==> config.mk <==
export PLATFORM = sky130hd
export DESIGN_NAME = hspc_top
export DESIGN_NICKNAME = d
export VERILOG_FILES = /design/src/inc/hspc_pkg.sv /design/src/inc/hspc_pin_if.sv /design/src/verilog/hspc_sync.sv /design/src/verilog/hspc_top.sv
export SDC_FILE = /design/constraint.sdc
export NUM_CORES = 1
export LEC_CHECK = 0
export BUFFER_PORTS_ARGS = -buffer_cell sky130_fd_sc_hd__buf_2
export CORE_UTILIZATION = 50
export DETAILED_ROUTE_END_ITERATION = 16
export GPL_ROUTABILITY_DRIVEN = 1
export GPL_TIMING_DRIVEN = 0
export HOLD_SLACK_MARGIN = 0.02
export PLACE_DENSITY = 0.7
export SYNTH_ARGS = -nofsm -noshare
export SYNTH_HDL_FRONTEND = slang
export SYNTH_SLANG_ARGS = --single-unit
==> constraint.sdc <==
create_clock -name aclk -period 3.95 [get_ports aclk]
set_input_delay 0.79 -clock aclk [delete_from_list [all_inputs] [get_ports aclk]]
set_output_delay 0.79 -clock aclk [all_outputs]
set_load 0.005 [all_outputs]
==> src/inc/hspc_pkg.sv <==
// constants and types shared by the fast pulse counter
package hspc_pkg;
    localparam int unsigned ADDR_W = 8;
    localparam logic [7:0] ADDR_FUNC = 8'h00;
    localparam logic [7:0] ADDR_SP1 = 8'h04;
    localparam logic [7:0] ADDR_CMP1_HI = 8'h08;
    localparam logic [7:0] ADDR_SP2 = 8'h0c;
    localparam logic [7:0] ADDR_CMP2_HI = 8'h10;
    localparam logic [7:0] ADDR_CNT1 = 8'h14;
    localparam logic [7:0] ADDR_CNT2 = 8'h18;
    localparam logic [7:0] ADDR_FLAGS = 8'h1c;
    localparam logic [7:0] ADDR_STATUS = 8'h20;
    localparam logic [1:0] RESP_OKAY = 2'h0;
    localparam logic [1:0] RESP_SLVERR = 2'h2;
    // flag register bit positions
    localparam int unsigned F_GATE1 = 0;
    localparam int unsigned F_IRQEN1 = 1;
    localparam int unsigned F_PRESET1 = 3;
    localparam int unsigned F_GATE2 = 8;
    localparam int unsigned F_IRQEN2 = 9;
    localparam int unsigned F_PRESET2 = 11;
    localparam logic [15:0] FLAG_MASK = 16'h0b0b;
    // function selection codes, top bit is don't care
    localparam logic [15:0] CODE_MASK = 16'h7fff;
    localparam logic [15:0] CODE_UP1 = 16'h1003;
    localparam logic [15:0] CODE_UP2 = 16'h2003;
    localparam logic [15:0] CODE_UP12 = 16'h3003;
    localparam logic [15:0] CODE_SPD1 = 16'h1403;
    localparam logic [15:0] CODE_SPD2 = 16'h2403;
    localparam logic [15:0] CODE_SPD12 = 16'h3403;
    localparam logic [15:0] CODE_QUAD = 16'h0803;
    // sampling time unit and its cycle count
    localparam int unsigned CLK_PERIOD_NS = 10;
    localparam int unsigned SAMPLE_UNIT_NS = 10_000_000;
    localparam int unsigned SAMPLE_UNIT_CYC = SAMPLE_UNIT_NS / CLK_PERIOD_NS;
    localparam logic [6:0] SAMPLE_MIN = 7'h01;
    localparam logic [6:0] SAMPLE_MAX = 7'h64;
    localparam int unsigned TICK_W = 20;
    typedef enum logic [1:0] {
        HSPC_MODE_OFF = 2'b00,
        HSPC_MODE_UP = 2'b01,
        HSPC_MODE_SPEED = 2'b11,
        HSPC_MODE_QUAD = 2'b10
    } hspc_mode_t;
endpackage : hspc_pkg

==> src/inc/hspc_pin_if.sv <==
// synchronised pin level and its edges
`timescale 1ns/100ps
interface hspc_pin_if;
    logic level;
    logic prev;
    logic rise;
    logic fall;
    modport src (output level, output prev, output rise, output fall);
    modport dst (input level, input prev, input rise, input fall);
endinterface : hspc_pin_if

==> src/verilog/hspc_sync.sv <==
// two-flop pin synchroniser with edge detection
`timescale 1ns/100ps
module hspc_sync (
    input wire logic aclk,
    input wire logic aresetn,
    input wire logic ce,
    input wire logic pin,
    hspc_pin_if.src o
);
    typedef struct packed {
        logic s1;
        logic s2;
        logic s3;
    } hspc_sync_t;
    hspc_sync_t q;
    hspc_sync_t d;

    always_comb begin
        d = q;
        d.s1 = pin;
        d.s2 = q.s1;
        d.s3 = q.s2;
    end

    always_ff @(posedge aclk) begin
        if (!aresetn) begin
            q <= '0;
        end else if (ce) begin
            q <= d;
        end
    end

    // s1 feeds only s2; edges come from s2/s3 so one edge counts once
    assign o.level = q.s2;
    assign o.prev = q.s3;
    assign o.rise = q.s2 & ~q.s3;
    assign o.fall = ~q.s2 & q.s3;
endmodule : hspc_sync

==> src/verilog/hspc_top.sv <==
// two-channel fast pulse counter with AXI4-Lite registers
//
// Overview of operation
// - up mode: gate on, each count input rising edge adds one
// - up mode: reaching set value clears count, interrupts if enabled
// - up and quadrature modes: reset input on holds count at zero
// - counting only with gate on; gate falling clears count
// - up mode: set value latched as limit when gate rises
// - up mode: preset with gate off loads count from set value
// - up count and set value are unsigned 16-bit
// - each up channel owns inputs, words, flags and interrupt
// - inputs of an unused channel stay plain digital inputs
// - speed mode: rising edges per period go to hold value
// - speed mode: runs with gate on; hold cleared while off
// - sampling period is setting 1 to 100 times 10 ms
// - hold value unsigned 16-bit; speed mode never interrupts
// - quadrature: up when A leads B, down when B leads
// - quadrature: every edge of both phases counts, four per cycle
// - quadrature: count hitting compare 1 or 2 raises interrupt
// - quadrature: preset 1 or 2 with gate off loads compare
// - compare values may be written at any time
// - quadrature count and compares are signed 32-bit word pairs
// - code 1003h selects up ch1, 1403h speed ch1
// - function selection honoured only once, on first write
// - code 0803h selects quadrature using A, B and reset 1
`timescale 1ns/100ps
module hspc_top #(
    parameter int unsigned UNIT_CYCLES = hspc_pkg::SAMPLE_UNIT_CYC
) (
    input wire logic aclk,
    input wire logic aresetn,
    input wire logic ce,
    input wire logic [7:0] awaddr,
    input wire logic awvalid,
    output logic awready,
    input wire logic [31:0] wdata,
    input wire logic [3:0] wstrb,
    input wire logic wvalid,
    output logic wready,
    output logic [1:0] bresp,
    output logic bvalid,
    input wire logic bready,
    input wire logic [7:0] araddr,
    input wire logic arvalid,
    output logic arready,
    output logic [31:0] rdata,
    output logic [1:0] rresp,
    output logic rvalid,
    input wire logic rready,
    input wire logic ch1_count_or_phase_a_input,
    input wire logic ch2_count_or_phase_b_input,
    input wire logic ch1_reset_input,
    input wire logic ch2_reset_input,
    output logic [1:0] irq_program,
    output logic [3:0] gp_inputs
);
    typedef struct packed {
        logic aw_got;
        logic [7:0] aw_addr;
        logic w_got;
        logic [31:0] w_data;
        logic [3:0] w_strb;
        logic bvalid;
        logic [1:0] bresp;
        logic rvalid;
        logic [1:0] rresp;
        logic [31:0] rdata;
        logic sel_done;
        logic [15:0] func;
        hspc_pkg::hspc_mode_t mode;
        logic [1:0] chen;
        logic [15:0] flags;
        logic [1:0] gate_q;
        logic [1:0] preset_q;
        logic [1:0][15:0] sp;
        logic [1:0][15:0] hi;
        logic [1:0][15:0] limit;
        logic [1:0][15:0] cnt;
        logic [1:0][15:0] acc;
        logic [1:0][19:0] tick;
        logic [1:0][6:0] per;
        logic [1:0] irq;
        logic [3:0] gp;
    } hspc_state_t;

    hspc_state_t q;
    hspc_state_t d;
    logic [3:0] pins;
    logic [3:0] lvl;
    logic [3:0] prv;
    logic [3:0] rise;

    assign pins = {ch2_reset_input, ch1_reset_input,
                   ch2_count_or_phase_b_input, ch1_count_or_phase_a_input};

    for (genvar g = 0; g < 4; g++) begin : g_sync
        hspc_pin_if pif ();
        hspc_sync u_sync (
            .aclk(aclk),
            .aresetn(aresetn),
            .ce(ce),
            .pin(pins[g]),
            .o(pif)
        );
        assign lvl[g] = pif.level;
        assign prv[g] = pif.prev;
        assign rise[g] = pif.rise;
    end

    function automatic logic [15:0] merge16(input logic [15:0] old,
                                            input logic [31:0] data,
                                            input logic [3:0] strb);
        merge16 = {strb[1] ? data[15:8] : old[15:8],
                   strb[0] ? data[7:0] : old[7:0]};
    endfunction : merge16

    function automatic logic mapped(input logic [7:0] a);
        mapped = (a <= hspc_pkg::ADDR_STATUS) && (a[1:0] == 2'b00);
    endfunction : mapped

    // frozen bus while ce is low: valids and readies drop together
    assign awready = ce & ~q.aw_got & ~q.bvalid;
    assign wready = ce & ~q.w_got & ~q.bvalid;
    assign bvalid = ce & q.bvalid;
    assign bresp = q.bresp;
    assign arready = ce & ~q.rvalid;
    assign rvalid = ce & q.rvalid;
    assign rresp = q.rresp;
    assign rdata = q.rdata;
    assign irq_program = q.irq;
    assign gp_inputs = q.gp;

    always_comb begin
        logic [15:0] code;
        logic [15:0] nxt;
        logic [31:0] qcnt;
        logic [31:0] qnxt;
        logic [31:0] cmp1;
        logic [31:0] cmp2;
        logic [6:0] setting;
        logic [3:0] taken;
        logic gate;
        logic gate_fall;
        logic gate_rise;
        logic pre_rise;
        logic a_edge;
        logic b_edge;
        code = '0;
        nxt = '0;
        qcnt = {q.cnt[1], q.cnt[0]};
        qnxt = qcnt;
        cmp1 = {q.hi[0], q.sp[0]};
        cmp2 = {q.hi[1], q.sp[1]};
        setting = '0;
        taken = '0;
        gate = 1'b0;
        gate_fall = 1'b0;
        gate_rise = 1'b0;
        pre_rise = 1'b0;
        a_edge = 1'b0;
        b_edge = 1'b0;
        d = q;
        d.irq = '0;

        if (awvalid && awready) begin
            d.aw_got = 1'b1;
            d.aw_addr = awaddr;
        end
        if (wvalid && wready) begin
            d.w_got = 1'b1;
            d.w_data = wdata;
            d.w_strb = wstrb;
        end
        if (q.bvalid && bready) begin
            d.bvalid = 1'b0;
        end
        if (q.rvalid && rready) begin
            d.rvalid = 1'b0;
        end
        if (arvalid && arready) begin
            d.rvalid = 1'b1;
            d.rresp = mapped(araddr) ? hspc_pkg::RESP_OKAY
                                     : hspc_pkg::RESP_SLVERR;
            case (araddr)
                hspc_pkg::ADDR_FUNC: d.rdata = {16'h0000, q.func};
                hspc_pkg::ADDR_SP1: d.rdata = {16'h0000, q.sp[0]};
                hspc_pkg::ADDR_CMP1_HI: d.rdata = {16'h0000, q.hi[0]};
                hspc_pkg::ADDR_SP2: d.rdata = {16'h0000, q.sp[1]};
                hspc_pkg::ADDR_CMP2_HI: d.rdata = {16'h0000, q.hi[1]};
                hspc_pkg::ADDR_CNT1: d.rdata = {16'h0000, q.cnt[0]};
                hspc_pkg::ADDR_CNT2: d.rdata = {16'h0000, q.cnt[1]};
                hspc_pkg::ADDR_FLAGS: d.rdata = {16'h0000, q.flags};
                hspc_pkg::ADDR_STATUS: d.rdata = {20'h00000, 2'b00, q.gate_q,
                                                  1'b0, q.sel_done, q.mode,
                                                  q.gp};
                default: d.rdata = 32'h00000000;
            endcase
        end

        // both halves present: commit the write, then answer
        if (q.aw_got && q.w_got) begin
            d.aw_got = 1'b0;
            d.w_got = 1'b0;
            d.bvalid = 1'b1;
            d.bresp = mapped(q.aw_addr) ? hspc_pkg::RESP_OKAY
                                        : hspc_pkg::RESP_SLVERR;
            case (q.aw_addr)
                hspc_pkg::ADDR_FUNC: begin
                    if (!q.sel_done) begin
                        code = merge16(16'h0000, q.w_data, q.w_strb);
                        d.sel_done = 1'b1;
                        d.func = code;
                        case (code & hspc_pkg::CODE_MASK)
                            hspc_pkg::CODE_UP1: begin
                                d.mode = hspc_pkg::HSPC_MODE_UP;
                                d.chen = 2'b01;
                            end
                            hspc_pkg::CODE_UP2: begin
                                d.mode = hspc_pkg::HSPC_MODE_UP;
                                d.chen = 2'b10;
                            end
                            hspc_pkg::CODE_UP12: begin
                                d.mode = hspc_pkg::HSPC_MODE_UP;
                                d.chen = 2'b11;
                            end
                            hspc_pkg::CODE_SPD1: begin
                                d.mode = hspc_pkg::HSPC_MODE_SPEED;
                                d.chen = 2'b01;
                            end
                            hspc_pkg::CODE_SPD2: begin
                                d.mode = hspc_pkg::HSPC_MODE_SPEED;
                                d.chen = 2'b10;
                            end
                            hspc_pkg::CODE_SPD12: begin
                                d.mode = hspc_pkg::HSPC_MODE_SPEED;
                                d.chen = 2'b11;
                            end
                            hspc_pkg::CODE_QUAD: begin
                                d.mode = hspc_pkg::HSPC_MODE_QUAD;
                                d.chen = 2'b01;
                            end
                            default: begin
                                d.mode = hspc_pkg::HSPC_MODE_OFF;
                                d.chen = 2'b00;
                            end
                        endcase
                    end
                end
                // compares take writes with the gate on as well
                hspc_pkg::ADDR_SP1: d.sp[0] = merge16(q.sp[0], q.w_data,
                                                      q.w_strb);
                hspc_pkg::ADDR_CMP1_HI: d.hi[0] = merge16(q.hi[0], q.w_data,
                                                          q.w_strb);
                hspc_pkg::ADDR_SP2: d.sp[1] = merge16(q.sp[1], q.w_data,
                                                      q.w_strb);
                hspc_pkg::ADDR_CMP2_HI: d.hi[1] = merge16(q.hi[1], q.w_data,
                                                          q.w_strb);
                hspc_pkg::ADDR_FLAGS: d.flags = merge16(q.flags, q.w_data,
                                          q.w_strb) & hspc_pkg::FLAG_MASK;
                default: d.flags = q.flags;
            endcase
        end

        d.gate_q = {q.flags[hspc_pkg::F_GATE2], q.flags[hspc_pkg::F_GATE1]};
        d.preset_q = {q.flags[hspc_pkg::F_PRESET2],
                      q.flags[hspc_pkg::F_PRESET1]};

        case (q.mode)
            hspc_pkg::HSPC_MODE_UP,
            hspc_pkg::HSPC_MODE_SPEED: begin
                for (int i = 0; i < 2; i++) begin
                    gate = d.gate_q[i];
                    gate_fall = q.gate_q[i] & ~gate;
                    gate_rise = ~q.gate_q[i] & gate;
                    pre_rise = d.preset_q[i] & ~q.preset_q[i];
                    if (q.chen[i] && q.mode == hspc_pkg::HSPC_MODE_UP) begin
                        taken[i] = 1'b1;
                        taken[i+2] = 1'b1;
                        nxt = q.cnt[i] + 16'h0001;
                        if (gate_rise) begin
                            d.limit[i] = q.sp[i];
                        end
                        if (lvl[i+2] || gate_fall) begin
                            d.cnt[i] = 16'h0000;
                        end else if (gate && rise[i]) begin
                            // limit 0 matches on the step from ffff; other limits let the counter wrap at ffff
                            if (nxt == q.limit[i]) begin
                                d.cnt[i] = 16'h0000;
                                d.irq[i] = q.flags[i*8 +
                                           hspc_pkg::F_IRQEN1];
                            end else begin
                                d.cnt[i] = nxt;
                            end
                        end else if (!gate && pre_rise) begin
                            d.cnt[i] = q.sp[i];
                        end
                    end else if (q.chen[i]) begin
                        taken[i] = 1'b1;
                        if (q.sp[i][15:7] != 9'h000) begin
                            setting = hspc_pkg::SAMPLE_MAX;
                        end else if (q.sp[i][6:0] < hspc_pkg::SAMPLE_MIN) begin
                            setting = hspc_pkg::SAMPLE_MIN;
                        end else if (q.sp[i][6:0] > hspc_pkg::SAMPLE_MAX) begin
                            setting = hspc_pkg::SAMPLE_MAX;
                        end else begin
                            setting = q.sp[i][6:0];
                        end
                        if (!gate) begin
                            d.cnt[i] = 16'h0000;
                            d.acc[i] = 16'h0000;
                            d.tick[i] = '0;
                            d.per[i] = '0;
                        end else begin
                            nxt = q.acc[i] + {15'h0000, rise[i]};
                            d.acc[i] = nxt;
                            d.tick[i] = q.tick[i] + 20'h00001;
                            if (q.tick[i] == 20'(UNIT_CYCLES - 1)) begin
                                d.tick[i] = '0;
                                d.per[i] = q.per[i] + 7'h01;
                                if (q.per[i] == setting - 7'h01) begin
                                    d.per[i] = '0;
                                    d.cnt[i] = nxt;
                                    d.acc[i] = 16'h0000;
                                end
                            end
                        end
                    end
                end
            end
            hspc_pkg::HSPC_MODE_QUAD: begin
                taken = 4'b0111;
                gate = d.gate_q[0];
                gate_fall = q.gate_q[0] & ~gate;
                a_edge = lvl[0] ^ prv[0];
                b_edge = lvl[1] ^ prv[1];
                // both phases moving at once is an illegal step: skip it
                if (a_edge ^ b_edge) begin
                    if (lvl[0] ^ prv[1]) begin
                        qnxt = qcnt + 32'h00000001;
                    end else begin
                        qnxt = qcnt - 32'h00000001;
                    end
                end
                if (lvl[2] || gate_fall) begin
                    {d.cnt[1], d.cnt[0]} = 32'h00000000;
                end else if (gate) begin
                    {d.cnt[1], d.cnt[0]} = qnxt;
                    if ((a_edge ^ b_edge) && qnxt == cmp1) begin
                        d.irq[0] = q.flags[hspc_pkg::F_IRQEN1];
                    end
                    if ((a_edge ^ b_edge) && qnxt == cmp2) begin
                        d.irq[1] = q.flags[hspc_pkg::F_IRQEN2];
                    end
                end else if (d.preset_q[0] && !q.preset_q[0]) begin
                    {d.cnt[1], d.cnt[0]} = cmp1;
                end else if (d.preset_q[1] && !q.preset_q[1]) begin
                    {d.cnt[1], d.cnt[0]} = cmp2;
                end
            end
            default: taken = 4'b0000;
        endcase
        d.gp = lvl & ~taken;
    end

    always_ff @(posedge aclk) begin
        if (!aresetn) begin
            q <= '0;
        end else if (ce) begin
            q <= d;
        end
    end
endmodule : hspc_top

==> flow_summary_export.csv <==
group,metric,value,unit
status,status,"finished with violations",
status,violations,"setup timing",
sta,final_hold_viol_count,0,
synth,yosys_warnings,0,
synth,syn_inst,2750,
power,internal_power,5.62,mW
worst_setup_path,worstReg2RegEnd,"irq_program[0]$_SDFFE_PN0P_",
clock_network,clk_pin_slew,0.06,ns
power,power_leakage,9.21,nW
worst_setup_path,arrival,4.55,ns
detailed_routing,antenna_left,0,
die,coreArea,41200,sq um
worst_setup_path,setup.worst_path.end_class,"flip-flop",
global_routing,grt_pass1_vias,21800,
sta,fin_crit_sh,103,%
job,maxCapViolations,0,
final_layout,final_cell_area,24400,sq um
global_routing,overflow,0,
global_routing,grt.total_usage,44.9,%
detailed_routing,drcViolationCount,0,
clock_network,cts_tree,"done",
detailed_routing,drtPass1Iterations,7,
synth,yosysTopAreaCellShare,29.4,%
min_path,hp-class,"in2reg",
detailed_routing,drt_iter0_drc,3137,
power,vdd_drop_max,331,uV
global_routing,grt_max_degree,14,
detailed_routing,wl,99.4,mm
synth,ys_seq_area_share,29.4,%
synth,synth-seq-cells,309,
synth,synth_top_area_cell,"dfxtp_1",
placement,routabilityCongestion,1.06,
sta,relSlewSlack,7.69,%
clock_network,cts.sinks,309,
die,start_util,51.1,%
clock_network,clockBufferDepth,3,
sta,setup_viol,3,
die,dieArea,43000,sq um
die,fp.dieH,207,microns
synth,synth_area_per_cell,7.66,sq um
worst_setup_path,reg2regPathDepth,10,
worst_setup_path,crit_path_max_fanout,6,
clock_network,clkLatencyLatePin,0.58,ns
power,totalPowerFinal,7.63,mW
synth,async_flop_share,0,%
final_layout,finish.net_count,2980,
detailed_routing,via_per_inst,6.68,
power,power.density,312,nW/um^2
clock_network,cts_root_buf,"clkbuf_16",
placement,dp_slack,-1.95,ns
sta,grt_setup_unrepaired,"yes",
detailed_routing,wl_per_cell,28.7,microns
min_path,worstHoldStart,"ch2_count_or_phase_b_input",
worst_setup_path,rrSetupSlack,-0.12,ns
worst_setup_path,worst_setup_path_start_kind,"flip-flop",
die,io_pins,111,
min_path,hold_depth,3,
synth,synth_area,21100,sq um
power,p_comb_share,9.0,%
sta,clock_skew,0.0206,ns
placement,io_buffers,72,
global_routing,antenna_found_initial,4,
sta,period_needed,4.07,ns
sta,finalWorstSetupSlack,-0.118,ns
final_layout,areaGrowthSynthToFinish,15.9,%
global_routing,grt_pass1_wl,143,mm
die,die_x,207,microns
sta,finalMaxSlewViolations,0,
sta,max_freq,246,MHz
worst_setup_path,critPathRequiredTime,4.43,ns
power,switchingPower,2.01,mW
power,clkPwrFrac,49.4,%
worst_setup_path,crit_type,"reg2reg",
placement,post-dp-hpwl,75.4,mm
power,switching_share,26.3,%
worst_setup_path,r2r-start,"g_sync[0].u_sync.o.level$_SDFFE_PN0P_",
synth,synth.area.top_cells,"dfxtp_1 29%, mux2i_1 8.1%, nand2_1 5.9%, nor2_1 5.3%, a21oi_1 5.2%",
min_path,whs_endpoint,"g_sync[1].u_sync.d[1]$_SDFFE_PN0P_",
clock_network,htreeDepth,2,
die,num_rows,74,
power,p_seq_share,41.5,%
placement,place_area,22200,sq um
synth,synthDistinctLibCells,102,
clock_network,cts_buffers,37,
final_layout,layout-drive-gt1-share,14.2,%
synth,synth-edff-count,0,
synth,ys.flop_type,"dfxtp_1",
detailed_routing,vias,23100,
sta,tightest_slew,1.38,ns
repair_timing:
| action | CTS | global route |
|---|---|---|
| resized for setup | 82 | 109 |
| hold buffers | 0 | 0 |
| setup buffers | 28 | 11 |
| setup endpoints to repair | 82 | 58 |
| gates cloned | 0 | 1 |
| pin swaps | 17 | 19 |
flip-flops by register name, summed over array words and instances (netlist names):
name,flops
bresp,1
d,4
g_sync.u_sync.d,4
g_sync.u_sync.o.level,4
g_sync.u_sync.o.prev,2
gp_inputs,4
irq_program,2
q,271
rdata,16
rresp,1
metrics by stage:
stage | instances | setup TNS, ns | util (%) | hold slack (ns)
global route | 3459 | -0.378 | 59.3 | 0.467
CTS | 3450 | -0.142 | 58.2 | 0.446
floorplan | 2767 | 0 | - | 0.431
detailed placement | 3371 | -40.54 | 53.8 | 0.448
finish | 3460 | -0.220 | 59.3 | 0.451
global placement | 3371 | -31.61 | 53.8 | 0.440
layer usage:
metal,track usage [%],up-vias,wire length (microns),share of wire [%]
met5,0,-,43,0.043
met4,30.0,6,7350,7.4
li1,-,10100,-,-
met1,56.6,11000,37500,38
met3,11.0,415,12000,12
met2,68.1,1618,42600,43
synth_stat cells, types with 34 or more instances:
library cell	count
a21oi_1	217
buf_4	44
clkbuf_1	182
dfxtp_1	309
inv_1	34
mux2i_1	170
nand2_1	333
nand3_1	117
nand4_1	61
nor2_1	299
nor3_1	74
nor4_1	37
o21ai_0	76
xnor2_1	121
xor2_1	96
cell usage in the layout, fill, tap and decap left out, types with 18 or more instances in the layout:
cell,count
nor2_1,296
o21ai_0,74
clkbuf_2,22
conb_1,18
buf_4,82
clkbuf_1,145
nand2b_1,22
nor4_1,32
and3_1,33
nand2_1,331
or3_1,21
o22ai_1,30
clkbuf_16,37
xnor2_1,109
nand3_1,115
a21oi_1,214
a221oi_1,18
buf_2,94
inv_1,34
mux2i_1,167
nand4_1,61
dfxtp_1,293
nor3_1,64
a22oi_1,30
xor2_1,92
logic make-up after synthesis:
family,Yosys count,synth area share [%]
other,1,0.0178
AND/OR/NAND/NOR,1141,26.5
adder cells (fa/ha/maj),15,0.891
multiplexers,178,8.53
buffers and inverters,302,6.41
AO/OA/AOI/OAI,573,17.9
flip-flops,309,29.4
XOR/XNOR,231,10.5
cell type report:
cell class / count / area [sq um]
diodes: 1 / 2.50
plain buffers: 250 / 1240
clock buffers: 48 / 1030
clock inverters: 17 / 305
fillers: 3767 / 16800
inverters: 36 / 135
multi-input cells: 2156 / 14200
flip-flops and latches: 309 / 6210
well taps: 532 / 666
repair buffers: 111 / 658
critical path, stage by stage (launching register included):
cell	delay (ns)
dfxtp_4	0.39
ha_1	0.53
xnor2_2	0.28
nor2_1	0.52
nand3_1	0.30
o2bb2ai_1	0.35
xnor2_2	0.25
xor2_1	0.18
nand4_1	0.31
or4_4	0.60
o31ai_4	0.23
worst max-delay path by stage:
stage,start,to,slack (ns),cells past startpoint
6_report,g_sync[0].u_sync.o.level$_SDFFE_PN0P_,irq_program[0]$_SDFFE_PN0P_,-0.12,10
5_1_grt,q[94]$_SDFFE_PN0P_,irq_program[0]$_SDFFE_PN0P_,-0.10,11
4_1_cts,q[103]$_SDFFE_PN0P_,irq_program[0]$_SDFFE_PN0P_,-0.14,9
3_5_place_dp,g_sync[0].u_sync.o.level$_SDFFE_PN0P_,irq_program[0]$_SDFFE_PN0P_,-1.95,15
3_3_place_gp,g_sync[0].u_sync.o.level$_SDFFE_PN0P_,irq_program[0]$_SDFFE_PN0P_,-2.03,15
2_1_floorplan,g_sync[0].u_sync.o.level$_SDFFE_PN0P_,irq_program[0]$_SDFFE_PN0P_,0.08,15
power groups by stage:
stage	Clock [mW]	Combinational, mW	Sequential [mW]
5_1_grt	3.87	0.711	3.17
3_5_place_dp	0	0.597	3.24
2_1_floorplan	0	0.368	3.22
4_1_cts	3.75	0.636	3.17
3_3_place_gp	0	0.595	3.23
6_report	3.77	0.689	3.17
Note: power is estimated with default switching activity, not from simulation.
